**src/logic/ascii_cmd_defines.svh**
```systemverilog
// Constants for the ASCII command interpreter
`ifndef ASCII_CMD_DEFINES_SVH
`define ASCII_CMD_DEFINES_SVH
`define CH_HAT     8'h5E
`define CH_CR      8'h0D
`define CH_SP      8'h20
`define CH_TILDE   8'h7E
`define CH_0       8'h30
`define CH_9       8'h39
`define CMD_SEL    8'h41
`define CMD_CLRQ   8'h62
`define CMD_QEN    8'h63
`define CMD_CTR    8'h43
`define CMD_RST    8'h45
`define CMD_SCRL   8'h46
`define CMD_BLNK   8'h47
`define CMD_CUR    8'h48
`define CMD_NL     8'h49
`define CMD_WRAP   8'h4A
`define CMD_TRIG   8'h4B
`define CMD_VAR    8'h4D
`define CMD_DEL    8'h4E
`define CMD_PROG   8'h4F
`define CMD_SHOW   8'h50
`define CMD_ATTR   8'h51
`define CMD_EOT    8'h5A
`define LEN_BAD    3'h7
`define Q_ALL      17'h0_FFFF
`define MSG_MAX    8'hDF
`define ROWS       3'h4
`define COLS       6'h28
`define RATE_MAX   17'h0_0063
`define N_SETS     17'h0_0004
`define DEF_SCROLL 7'h0A
`define DEF_BLINK  7'h05
`define FIFO_W     8
`define FIFO_D     16
`endif

```
**src/logic/ascii_cmd_pkg.sv**
```systemverilog
// Types shared by the ASCII command interpreter
`default_nettype none
package ascii_cmd_pkg;
  typedef enum logic [2:0] {
    ST_IDLE = 3'h0,
    ST_HAT  = 3'h1,
    ST_OPER = 3'h3,
    ST_TEXT = 3'h2,
    ST_ATTR = 3'h6
  } parse_st_t;
  typedef logic [16:0] num_t;
endpackage
`default_nettype wire

```
**src/logic/ascii_display_command_parser.sv**
```systemverilog
// Receive FIFO and ASCII command interpreter of the message display
// Summary of operation
// Only the chosen host port, computer or controller, feeds the interpreter.
// Circumflex starts commands and is never shown; only printable text and carriage return are processed.
// A command runs only after all its operand characters arrived.
// Every circumflex drops a partial command, except attributes inside text.
// Until selected, the unit ignores everything except unit-select.
// Command letters are case sensitive.
// Host sends two-digit group then four-digit unit, zero padded.
// Every unit evaluates each unit-select; unmatched units become deselected.
// Exact match, group with unit 0, or group 0 unit 0 selects.
// Clear-queue removes one message; 65535 empties the queue; no reply.
// Queue-enable: 0 enables, 1 disables; disabled after reset.
// Center-mode: 0 off, 1 on.
// Reset-display clears; 0 homes, 1 restores parameters, 2 keeps cursor.
// Scroll rate 01..99 tenths sets the scroll step interval.
// Blink rate sets on and off intervals, each 01..99 tenths.
// Cursor command moves cursor to row 1..4, column 1..40.
// Carriage return goes to next line start with new-line on, else this line.
// Wrap on moves past line end to next line; off stays at end.
// Trigger shows stored message by five-digit number; none shows nothing.
// Variable data stores a five-digit value into data set 1..4.
// Delete removes the stored message named by five digits.
// Program stores up to 223 characters only when end-of-text terminates.
// End-of-text terminates program and display-text commands.
// Unknown letters or out-of-range operands are dropped, settings unchanged.
`include "ascii_cmd_defines.svh"
`timescale 1ns/100ps
`default_nettype none

module cmd_fifo #(
  parameter int W = 8,
  parameter int D = 16
) (
  input  wire logic         clk_i,     // Clock
  input  wire logic         resetn_i,  // Sync reset
  input  wire logic [W-1:0] in_data_i, // Write data
  input  wire logic         in_valid_i,// Write request
  output logic              in_ready_o,// Not full
  output logic [W-1:0]      out_data_o,// Head word
  output logic              out_valid_o,// Not empty
  input  wire logic         out_ready_i // Drain
);
  localparam int AW = $clog2(D);
  logic [W-1:0]  mem [0:D-1];
  logic [AW-1:0] wp_ff;
  logic [AW-1:0] rp_ff;
  logic [AW:0]   cnt_ff;
  logic          wr;
  logic          rd;
  logic [AW:0]   nxt_cnt;

  assign wr = in_valid_i & in_ready_o;
  assign rd = out_valid_o & out_ready_i;
  assign nxt_cnt = cnt_ff + (AW+1)'(wr) - (AW+1)'(rd);
  assign out_data_o = mem[rp_ff];
  assign out_valid_o = (cnt_ff != '0);

  always_ff @(posedge clk_i) begin
    if (wr) begin
      mem[wp_ff] <= in_data_i;
    end
  end

  // Ready is a flop so the host sees a clean level
  always_ff @(posedge clk_i) begin
    if (!resetn_i) begin
      wp_ff      <= '0;
      rp_ff      <= '0;
      cnt_ff     <= '0;
      in_ready_o <= 1'b0;
    end else begin
      wp_ff      <= wp_ff + AW'(wr);
      rp_ff      <= rp_ff + AW'(rd);
      cnt_ff     <= nxt_cnt;
      in_ready_o <= (nxt_cnt != (AW+1)'(D));
    end
  end
endmodule

module ascii_display_command_parser (
  input  wire logic                sys_clk_i,       // 10 MHz clock
  input  wire logic                resetn_i,        // Sync reset, low
  input  wire logic                ascii_port_i,    // 0 computer, 1 controller
  input  wire logic [7:0]          cp_data_i,       // Computer port byte
  input  wire logic                cp_valid_i,      // Computer port strobe
  input  wire logic [7:0]          pl_data_i,       // Controller port byte
  input  wire logic                pl_valid_i,      // Controller port strobe
  output logic                     rx_ready_o,      // Room in FIFO
  input  wire logic [6:0]          group_number_i,  // Own group
  input  wire logic [13:0]         unit_number_i,   // Own unit
  input  wire logic                text_ready_i,    // Display takes char
  output logic                     text_valid_o,    // Char to show
  output logic [7:0]               text_char_o,     // Char code
  output logic [2:0]               text_row_o,      // Char row
  output logic [5:0]               text_col_o,      // Char column
  output logic [2:0]               cursor_row_o,    // Cursor row
  output logic [5:0]               cursor_col_o,    // Cursor column
  output logic                     selected_o,      // Unit selected
  output logic                     queue_en_o,      // Queue enabled
  output logic                     center_o,        // Centering
  output logic                     new_line_o,      // CR to next line
  output logic                     wrap_o,          // Wrap at line end
  output logic [6:0]               scroll_rate_o,   // Tenths
  output logic [6:0]               blink_on_o,      // Tenths
  output logic [6:0]               blink_off_o,     // Tenths
  output logic                     clear_disp_o,    // Clear pulse
  output logic                     clear_queue_o,   // Dequeue pulse
  output logic                     clear_all_o,     // Empty whole queue
  output logic                     trigger_o,       // Show stored msg
  output logic                     delete_o,        // Delete stored msg
  output ascii_cmd_pkg::num_t      msg_num_o,       // Message number
  output logic                     var_load_o,      // Data set pulse
  output logic [1:0]               var_set_o,       // Set 0..3
  output ascii_cmd_pkg::num_t      var_val_o,       // Set value
  output logic                     prog_store_o,    // Message done
  output ascii_cmd_pkg::num_t      prog_num_o,      // Its number
  output logic [7:0]               prog_len_o,      // Its length
  input  wire logic [7:0]          prog_rd_addr_i,  // Buffer read
  output logic [7:0]               prog_rd_data_o   // Buffer data
);
  import ascii_cmd_pkg::*;

  function automatic num_t dec_step(input num_t a, input logic [3:0] d);
    return num_t'(a * 17'h0_000A + {13'h0, d});
  endfunction

  function automatic logic rng(input num_t v, input num_t mx);
    return (v >= 17'h0_0001) && (v <= mx);
  endfunction

  function automatic logic [2:0] nxt_row(input logic [2:0] r);
    return (r == `ROWS) ? 3'h1 : r + 3'h1;
  endfunction

  // Operand count per letter; case matters
  function automatic logic [2:0] opnd_len(input logic [7:0] c);
    unique case (c)
      `CMD_SEL, `CMD_VAR:                       return 3'h6;
      `CMD_CLRQ, `CMD_TRIG, `CMD_DEL, `CMD_PROG: return 3'h5;
      `CMD_BLNK, `CMD_CUR:                      return 3'h4;
      `CMD_SCRL:                                return 3'h2;
      `CMD_QEN, `CMD_CTR, `CMD_RST, `CMD_NL, `CMD_WRAP: return 3'h1;
      `CMD_SHOW:                                return 3'h0;
      default:                                  return `LEN_BAD;
    endcase
  endfunction

  function automatic logic [2:0] opnd_split(input logic [7:0] c);
    unique case (c)
      `CMD_SEL, `CMD_BLNK, `CMD_CUR: return 3'h2;
      `CMD_VAR:                      return 3'h1;
      default:                       return 3'h0;
    endcase
  endfunction

  // ****************************************
  // Input path
  // ****************************************
  logic [7:0] f_data;
  logic       f_valid;
  logic       f_ready;
  logic       fire;

  assign f_ready = !(text_valid_o && !text_ready_i);
  assign fire = f_valid && f_ready;

  cmd_fifo #(.W(`FIFO_W), .D(`FIFO_D)) u_fifo (
    .clk_i       (sys_clk_i),
    .resetn_i    (resetn_i),
    .in_data_i   (ascii_port_i ? pl_data_i : cp_data_i),
    .in_valid_i  (ascii_port_i ? pl_valid_i : cp_valid_i),
    .in_ready_o  (rx_ready_o),
    .out_data_o  (f_data),
    .out_valid_o (f_valid),
    .out_ready_i (f_ready)
  );

  // ****************************************
  // Parser
  // ****************************************
  parse_st_t   st_ff;
  logic [7:0]  cmd_ff;
  logic [2:0]  idx_ff;
  logic [2:0]  len_ff;
  logic [2:0]  spl_ff;
  num_t        hi_ff;
  num_t        lo_ff;
  logic        in_txt_ff;
  logic        prog_ff;
  logic        is_hat;
  logic        is_dig;
  logic        is_txt;
  logic [3:0]  dig;
  num_t        nxt_hi;
  num_t        nxt_lo;
  logic        last;
  logic        exec;
  logic        a_match;

  assign is_hat = (f_data == `CH_HAT);
  assign is_dig = (f_data >= `CH_0) && (f_data <= `CH_9);
  assign dig = f_data[3:0];
  assign is_txt = !is_hat && (f_data == `CH_CR || (f_data >= `CH_SP && f_data <= `CH_TILDE));
  assign nxt_hi = (idx_ff < spl_ff) ? dec_step(hi_ff, dig) : hi_ff;
  assign nxt_lo = (idx_ff == spl_ff) ? {13'h0, dig} : dec_step(lo_ff, dig);
  assign last = (idx_ff + 3'h1 == len_ff);
  assign exec = fire && st_ff == ST_OPER && is_dig && last;
  assign a_match = (hi_ff == '0 && nxt_lo == '0) ||
                   (hi_ff == {10'h0, group_number_i} &&
                    (nxt_lo == '0 || nxt_lo == {3'h0, unit_number_i}));

  always_ff @(posedge sys_clk_i) begin
    if (!resetn_i) begin
      st_ff     <= ST_IDLE;
      cmd_ff    <= 8'h00;
      idx_ff    <= 3'h0;
      len_ff    <= 3'h0;
      spl_ff    <= 3'h0;
      hi_ff     <= '0;
      lo_ff     <= '0;
      in_txt_ff <= 1'b0;
      prog_ff   <= 1'b0;
    end else if (fire) begin
      if (is_hat) begin
        st_ff <= ST_HAT;
      end else begin
        unique case (st_ff)
          ST_IDLE: begin
          end
          ST_HAT: begin
            if (!selected_o && f_data != `CMD_SEL) begin
              st_ff     <= ST_IDLE;
              in_txt_ff <= 1'b0;
            end else if (in_txt_ff && f_data == `CMD_ATTR) begin
              st_ff  <= ST_ATTR;
              idx_ff <= 3'h0;
            end else if (in_txt_ff && f_data == `CMD_EOT) begin
              st_ff     <= ST_IDLE;
              in_txt_ff <= 1'b0;
            end else begin
              in_txt_ff <= 1'b0;
              cmd_ff    <= f_data;
              idx_ff    <= 3'h0;
              hi_ff     <= '0;
              lo_ff     <= '0;
              len_ff    <= opnd_len(f_data);
              spl_ff    <= opnd_split(f_data);
              if (opnd_len(f_data) == `LEN_BAD) begin
                st_ff <= ST_IDLE;
              end else if (f_data == `CMD_SHOW) begin
                st_ff     <= ST_TEXT;
                in_txt_ff <= 1'b1;
                prog_ff   <= 1'b0;
              end else begin
                st_ff <= ST_OPER;
              end
            end
          end
          ST_OPER: begin
            if (!is_dig) begin
              st_ff <= ST_IDLE;
            end else begin
              idx_ff <= idx_ff + 3'h1;
              hi_ff  <= nxt_hi;
              lo_ff  <= nxt_lo;
              if (last && cmd_ff == `CMD_PROG) begin
                st_ff     <= ST_TEXT;
                in_txt_ff <= 1'b1;
                prog_ff   <= 1'b1;
              end else if (last) begin
                st_ff <= ST_IDLE;
              end
            end
          end
          ST_TEXT: begin
          end
          ST_ATTR: begin
            // Attribute codes are consumed, not acted on
            idx_ff <= idx_ff + 3'h1;
            if (!is_dig || idx_ff == 3'h1) begin
              st_ff <= ST_TEXT;
            end
          end
          default: st_ff <= ST_IDLE;
        endcase
      end
    end
  end

  // ****************************************
  // Settings
  // ****************************************
  always_ff @(posedge sys_clk_i) begin
    if (!resetn_i) begin
      selected_o    <= 1'b0;
      queue_en_o    <= 1'b0;
      center_o      <= 1'b0;
      new_line_o    <= 1'b1;
      wrap_o        <= 1'b1;
      scroll_rate_o <= `DEF_SCROLL;
      blink_on_o    <= `DEF_BLINK;
      blink_off_o   <= `DEF_BLINK;
    end else if (exec) begin
      unique case (cmd_ff)
        `CMD_SEL:  selected_o <= a_match;
        `CMD_QEN:  if (nxt_lo < 17'h0_0002) queue_en_o <= (nxt_lo == '0);
        `CMD_CTR:  if (nxt_lo < 17'h0_0002) center_o <= nxt_lo[0];
        `CMD_NL:   if (nxt_lo < 17'h0_0002) new_line_o <= nxt_lo[0];
        `CMD_WRAP: if (nxt_lo < 17'h0_0002) wrap_o <= nxt_lo[0];
        `CMD_SCRL: if (rng(nxt_lo, `RATE_MAX)) scroll_rate_o <= nxt_lo[6:0];
        `CMD_BLNK: begin
          if (rng(hi_ff, `RATE_MAX) && rng(nxt_lo, `RATE_MAX)) begin
            blink_on_o  <= hi_ff[6:0];
            blink_off_o <= nxt_lo[6:0];
          end
        end
        `CMD_RST: begin
          if (nxt_lo == 17'h0_0001) begin
            queue_en_o    <= 1'b0;
            center_o      <= 1'b0;
            new_line_o    <= 1'b1;
            wrap_o        <= 1'b1;
            scroll_rate_o <= `DEF_SCROLL;
            blink_on_o    <= `DEF_BLINK;
            blink_off_o   <= `DEF_BLINK;
          end
        end
        default: begin
        end
      endcase
    end
  end

  // ****************************************
  // Command pulses
  // ****************************************
  always_ff @(posedge sys_clk_i) begin
    if (!resetn_i) begin
      clear_disp_o  <= 1'b0;
      clear_queue_o <= 1'b0;
      clear_all_o   <= 1'b0;
      trigger_o     <= 1'b0;
      delete_o      <= 1'b0;
      var_load_o    <= 1'b0;
      msg_num_o     <= '0;
      var_set_o     <= 2'h0;
      var_val_o     <= '0;
    end else begin
      clear_disp_o  <= exec && cmd_ff == `CMD_RST && nxt_lo < 17'h0_0003;
      clear_queue_o <= exec && cmd_ff == `CMD_CLRQ;
      clear_all_o   <= exec && cmd_ff == `CMD_CLRQ && nxt_lo == `Q_ALL;
      trigger_o     <= exec && cmd_ff == `CMD_TRIG;
      delete_o      <= exec && cmd_ff == `CMD_DEL;
      var_load_o    <= exec && cmd_ff == `CMD_VAR && rng(hi_ff, `N_SETS);
      if (exec && (cmd_ff == `CMD_CLRQ || cmd_ff == `CMD_TRIG || cmd_ff == `CMD_DEL)) begin
        msg_num_o <= nxt_lo;
      end
      if (exec && cmd_ff == `CMD_VAR) begin
        var_set_o <= 2'(hi_ff - 17'h0_0001);
        var_val_o <= nxt_lo;
      end
    end
  end

  // ****************************************
  // Cursor and text out
  // ****************************************
  logic show;

  // Text is shown when idle-selected or inside display-text
  // Program flag outlives its upload, so it only gates text state
  assign show = fire && selected_o && is_txt && (st_ff == ST_IDLE || (st_ff == ST_TEXT && !prog_ff));

  always_ff @(posedge sys_clk_i) begin
    if (!resetn_i) begin
      cursor_row_o <= 3'h1;
      cursor_col_o <= 6'h01;
      text_valid_o <= 1'b0;
      text_char_o  <= 8'h00;
      text_row_o   <= 3'h1;
      text_col_o   <= 6'h01;
    end else begin
      if (text_ready_i) begin
        text_valid_o <= 1'b0;
      end
      if (exec && cmd_ff == `CMD_RST && nxt_lo < 17'h0_0002) begin
        cursor_row_o <= 3'h1;
        cursor_col_o <= 6'h01;
      end else if (exec && cmd_ff == `CMD_CUR) begin
        if (rng(hi_ff, {14'h0, `ROWS}) && rng(nxt_lo, {11'h0, `COLS})) begin
          cursor_row_o <= hi_ff[2:0];
          cursor_col_o <= nxt_lo[5:0];
        end
      end else if (show && f_data == `CH_CR) begin
        cursor_col_o <= 6'h01;
        if (new_line_o) begin
          cursor_row_o <= nxt_row(cursor_row_o);
        end
      end else if (show) begin
        text_valid_o <= 1'b1;
        text_char_o  <= f_data;
        text_row_o   <= cursor_row_o;
        text_col_o   <= cursor_col_o;
        if (cursor_col_o != `COLS) begin
          cursor_col_o <= cursor_col_o + 6'h01;
        end else if (wrap_o) begin
          cursor_col_o <= 6'h01;
          cursor_row_o <= nxt_row(cursor_row_o);
        end
      end
    end
  end

  // ****************************************
  // Program buffer
  // ****************************************
  // Held here until end-of-text, so a broken upload never reaches the store
  logic [7:0] pbuf [0:222];
  logic [7:0] plen_ff;
  logic       ovf_ff;
  logic       stor;
  logic       commit;

  assign stor = fire && is_txt && prog_ff && st_ff == ST_TEXT;
  assign commit = fire && st_ff == ST_HAT && in_txt_ff && prog_ff && f_data == `CMD_EOT;

  always_ff @(posedge sys_clk_i) begin
    if (stor && plen_ff < `MSG_MAX) begin
      pbuf[plen_ff] <= f_data;
    end
  end

  always_ff @(posedge sys_clk_i) begin
    if (!resetn_i) begin
      plen_ff        <= 8'h00;
      ovf_ff         <= 1'b0;
      prog_store_o   <= 1'b0;
      prog_num_o     <= '0;
      prog_len_o     <= 8'h00;
      prog_rd_data_o <= 8'h00;
    end else begin
      prog_store_o   <= commit && !ovf_ff;
      prog_rd_data_o <= (prog_rd_addr_i < `MSG_MAX) ? pbuf[prog_rd_addr_i] : 8'h00;
      if (exec && cmd_ff == `CMD_PROG) begin
        plen_ff <= 8'h00;
        ovf_ff  <= 1'b0;
        prog_num_o <= nxt_lo;
      end else if (stor) begin
        if (plen_ff == `MSG_MAX) begin
          ovf_ff <= 1'b1;
        end else begin
          plen_ff <= plen_ff + 8'h01;
        end
      end
      if (commit && !ovf_ff) begin
        prog_len_o <= plen_ff;
      end
    end
  end
endmodule
`default_nettype wire

```
**config.mk**
```make
export PLATFORM = sky130hd
export DESIGN_NAME = ascii_display_command_parser
export DESIGN_NICKNAME = d
export VERILOG_FILES = /design/src/logic/ascii_cmd_pkg.sv /design/src/logic/ascii_display_command_parser.sv
export VERILOG_INCLUDE_DIRS = /design/src /design/src/logic
export SDC_FILE = /design/constraint.sdc
export NUM_CORES = 2
export LEC_CHECK = 0
export ABC_AREA = 0
export BUFFER_PORTS_ARGS = -buffer_cell sky130_fd_sc_hd__buf_2
export CORE_MARGIN = 8
export CORE_UTILIZATION = 55
export DETAILED_ROUTE_END_ITERATION = 12
export MAX_ROUTING_LAYER = met4
export PLACE_DENSITY = 0.72
export SYNTH_ARGS = -nofsm -noshare
export SYNTH_HDL_FRONTEND = slang
export SYNTH_SLANG_ARGS = --single-unit
```
**constraint.sdc**
```tcl
create_clock -name sys_clk_i -period 26.6 [get_ports sys_clk_i]
set_clock_uncertainty 0.05 [all_clocks]
set_input_delay 1.33 -clock sys_clk_i [delete_from_list [all_inputs] [get_ports sys_clk_i]]
set_output_delay 1.33 -clock sys_clk_i [all_outputs]
set_load 0.005 [all_outputs]
```
==> impl_metrics.tcl <==
set metrics [dict create \
    fin_setup_tns_ns 0 \
    timing.rr.start "u_fifo.rp_ff[2]" \
    relSlewSlack 0.05305 \
    drtAntennaViolNets 0 \
    fin_util 0.6139 \
    max_stage_delay_ns 1.00 \
    drtIter0Drc 5478 \
    cp.depth 11 \
    post_synth_inst_count 4524 \
    place_inst 6573 \
    fin_ws_ns 19.04 \
    root_buffer "clkbuf_16" \
    wire_per_inst_um 29.82 \
    p_per_area_mw_per_mm2 83.15 \
    drt-pass1-iter-count 6 \
    required_ns 26.98 \
    wirelength_um 207200 \
    final_layout_size_suffix_gt1_frac 0.2446 \
    drc 0 \
    finalPower_uw 7936 \
    cp_max_fo 78 \
    slew_violations 0 \
    cpLargestDelayFamily "simple AND/OR/NAND/NOR gates" \
    pre_cts_slack_ns 18.97 \
    routabilityCongestion 0.9040 \
    nets 4857 \
    outcome "complete, no violations" \
    grt_use_met1 0.3471 \
    critPathCapture "pbuf[64][2]" \
    die_h_um 410.9 \
    leakagePower_uw 0.03044 \
    ir_drop_v 0.00007492 \
    crit_type "reg -> reg" \
    clock_sinks 2118 \
    hold_viol_final 0 \
    hp-class "reg -> reg" \
    top_usage_layer "met2" \
    regArea_mm2 0.06154 \
    cts_buffers 203 \
    fillers 10660 \
    fin_crit_ns 7.557 \
    cts_setup_buffers 0 \
    ys_warn_count 0 \
    cts_resized 0 \
    startpoint_type "register" \
    die_area_mm2 0.1688 \
    io_buffer_count 180 \
    crit_chain "mux4_2 > mux4_4 > buf_4 > nor2b_1 > nand3b_1 > o21a_1 > and3_1 > nand2_1 > a31oi_2 > nand3_2 > nor2_1" \
    multi_input_area_mm2 0.02309 \
    slowest_stage "dfxtp_2" \
    die_x_um 410.9 \
    core-area_mm2 0.1555 \
    antenna_found_initial 6 \
    place_hpwl_um 124700 \
    synth.yosys.seq_area_share 0.7175 \
    synthDistinctLibCells 93 \
    boundaryPins 181 \
    cts_hold_buf 0 \
    track_usage 0.2501 \
    instances_no_fill 6948 \
    htreeDepth 4 \
    initial_core_util 0.5516 \
    rr_endpoint "pbuf[64][2]" \
    tightest_slew_ns 1.407 \
    endpoint_kind "register" \
    synth-seq-cells 2118 \
    met2_usage 0.3933 \
    synth_edf_count 1912 \
    grt_setup_unrepaired "no" \
    period_share 0.2841 \
    clock_latency_ns 0.81 \
    r2r_cells 11 \
    cp.arrival_ns 7.94 \
    crit_start "u_fifo.rp_ff[2]" \
    reg2reg_slack_ns 19.04 \
    vias 44980 \
    syn_area_per_cell_um2 18.96 \
    cap_violations 0 \
    syn_to_final_growth_pct 11.28 \
    crit_buf_inv 1 \
    num_rows 145 \
    met3_usage 0.04335 \
    cts_tree "done" \
    syn-cell-area_mm2 0.08577 \
    grt_pass1_wl_um 305100 \
    grt.overflow.total 0 \
    cts_buffer_depth 3 \
    grt_pass1_vias 44560 \
    async_flop_share 0 \
    clk_pin_slew_ns 0.06 \
    grt_max_degree 189 \
    fmax_mhz 132.3 \
    synth-main-ff-cell "edfxtp_1" \
    synth_nets 4661 \
    vias_per_cell 6.473 \
    finalSetupViolations 0 \
]
==> through the flow <==
| step | instance area, um2 | hold WS, ns |
|---|---|---|
| final | 95450 | 0.3992 |
| after global routing | 95440 | 0.4203 |
| after CTS | 95440 | 0.3991 |
| after detailed placement | 88920 | 0.3935 |
| after global placement | 88920 | 0.3879 |
| after floorplan | 85770 | 0.3911 |
==> logic make-up (layout without fill, tap and decap cells) <==
logic type	Yosys count	after routing	share of synthesized area
XOR/XNOR	88	88	0.009322
flip-flops	2118	2118	0.7175
other	0	4	0
AND/OR/NAND/NOR	874	874	0.04753
AO/OA/AOI/OAI	355	355	0.02762
buffers and inverters	308	670	0.01449
multiplexers	695	695	0.1706
adder cells (fa/ha/maj)	86	86	0.01298
==> cell type report <==
type / count / area share
sequential: 2118 / 0.6448
multi-input combinational: 2098 / 0.2420
clock buffer: 261 / 0.05725
tap: 2058 / 0.02698
timing repair buffer: 253 / 0.01594
clock inverter: 110 / 0.01106
inverter: 46 / 0.001914
antenna: 4 / 0.0001049
==> report_power, final <==
group / switching [uW] / total (uW) / internal (uW) / leakage, uW
combinational: 762 / 984 / 222 / 0.00843
clock: 1220 / 2830 / 1610 / 0.00316
sequential: 15.8 / 4120 / 4110 / 0.0188
total: 2000 / 7940 / 5940 / 0.0304
==> flip-flops by register name, indices dropped and copies added (netlist names), 7 cells and up <==
register,cells
blink_off_o,7
plen_ff,8
lo_ff,16
msg_num_o,17
blink_on_o,7
pbuf,1784
cmd_ff,8
scroll_rate_o,7
var_val_o,17
prog_rd_data_o,8
text_char_o,8
prog_num_o,17
u_fifo.mem,128
prog_len_o,8
hi_ff,17
==> Yosys cell counts (5+ instances only) <==
cell type / number / area, um2
edfxtp_1: 1912 / 57420
mux4_2: 612 / 13780
nor2_1: 386 / 1449
dfxtp_1: 206 / 4124
clkbuf_1: 164 / 615.6
nand2_1: 164 / 615.6
a21oi_1: 109 / 545.5
nand3_1: 86 / 430.4
ha_1: 81 / 1013
mux2i_1: 72 / 720.7
nor3_1: 62 / 310.3
o21ai_0: 56 / 280.3
buf_1: 55 / 206.5
xnor2_1: 47 / 411.6
inv_1: 42 / 157.7
xor2_1: 38 / 332.8
buf_2: 36 / 180.2
a22o_1: 33 / 289.0
nand4_1: 20 / 125.1
and2_1: 19 / 118.9
nor2b_1: 19 / 118.9
or3_1: 17 / 106.4
a211oi_1: 15 / 112.6
and3_1: 14 / 87.58
o211ai_1: 14 / 105.1
a31oi_1: 13 / 81.33
nor4_1: 13 / 81.33
o21ai_1: 12 / 60.06
mux2_2: 10 / 112.6
a21o_1: 9 / 67.56
nand2b_1: 9 / 56.30
nand3b_1: 9 / 67.56
or4_1: 9 / 67.56
nor3b_1: 8 / 60.06
o2111ai_1: 8 / 70.07
o21a_1: 8 / 60.06
o22ai_1: 7 / 43.79
o31a_1: 7 / 61.31
o31ai_1: 7 / 52.55
nand4b_1: 6 / 52.55
fa_1: 5 / 100.1
nor4b_1: 5 / 43.79
o211a_1: 5 / 50.05
or2_2: 5 / 31.28
==> layer usage <==
metal	vias up	wire (um)	share of wire
met4	0	5468	0.026
met2	2269	100900	0.49
met5	-	0	0
met3	353	18150	0.088
li1	18780	-	-
met1	23580	82660	0.40
==> layout by cell type (no fill, tap or decap), drive strengths merged, types with 33 or more instances in the layout <==
cell type  count
edfxtp      1912
mux4         612
nor2         386
clkbuf       262
buf          252
dfxtp        206
nand2        165
a21oi        109
nand3         86
clkinv        85
ha            81
mux2i         72
o21ai         68
nor3          65
inv           51
xnor2         47
xor2          40
a22o          33
==> worst min-delay path by stage <==
stage          depth (start not counted)              from          endpoint  slack (ns)
5_1_grt                                2  scroll_rate_o[2]  scroll_rate_o[2]        0.42
3_3_place_gp                           2     var_val_o[13]     var_val_o[13]        0.39
2_1_floorplan                          2         hi_ff[16]         hi_ff[16]        0.39
4_1_cts                                2      var_val_o[7]      var_val_o[7]        0.40
6_report                               2      var_val_o[7]      var_val_o[7]        0.40
3_5_place_dp                           2      var_val_o[7]      var_val_o[7]        0.39
==> tightest hold or removal path, delay by kind of cell, from the launching register on <==
| kind | cells | cell delay (ns) |
|---|---|---|
| simple gates | 1 | 0.05 |
| compound gates | 1 | 0.05 |
| flops | 1 | 0.30 |
Note: power is estimated with default switching activity, not from simulation.
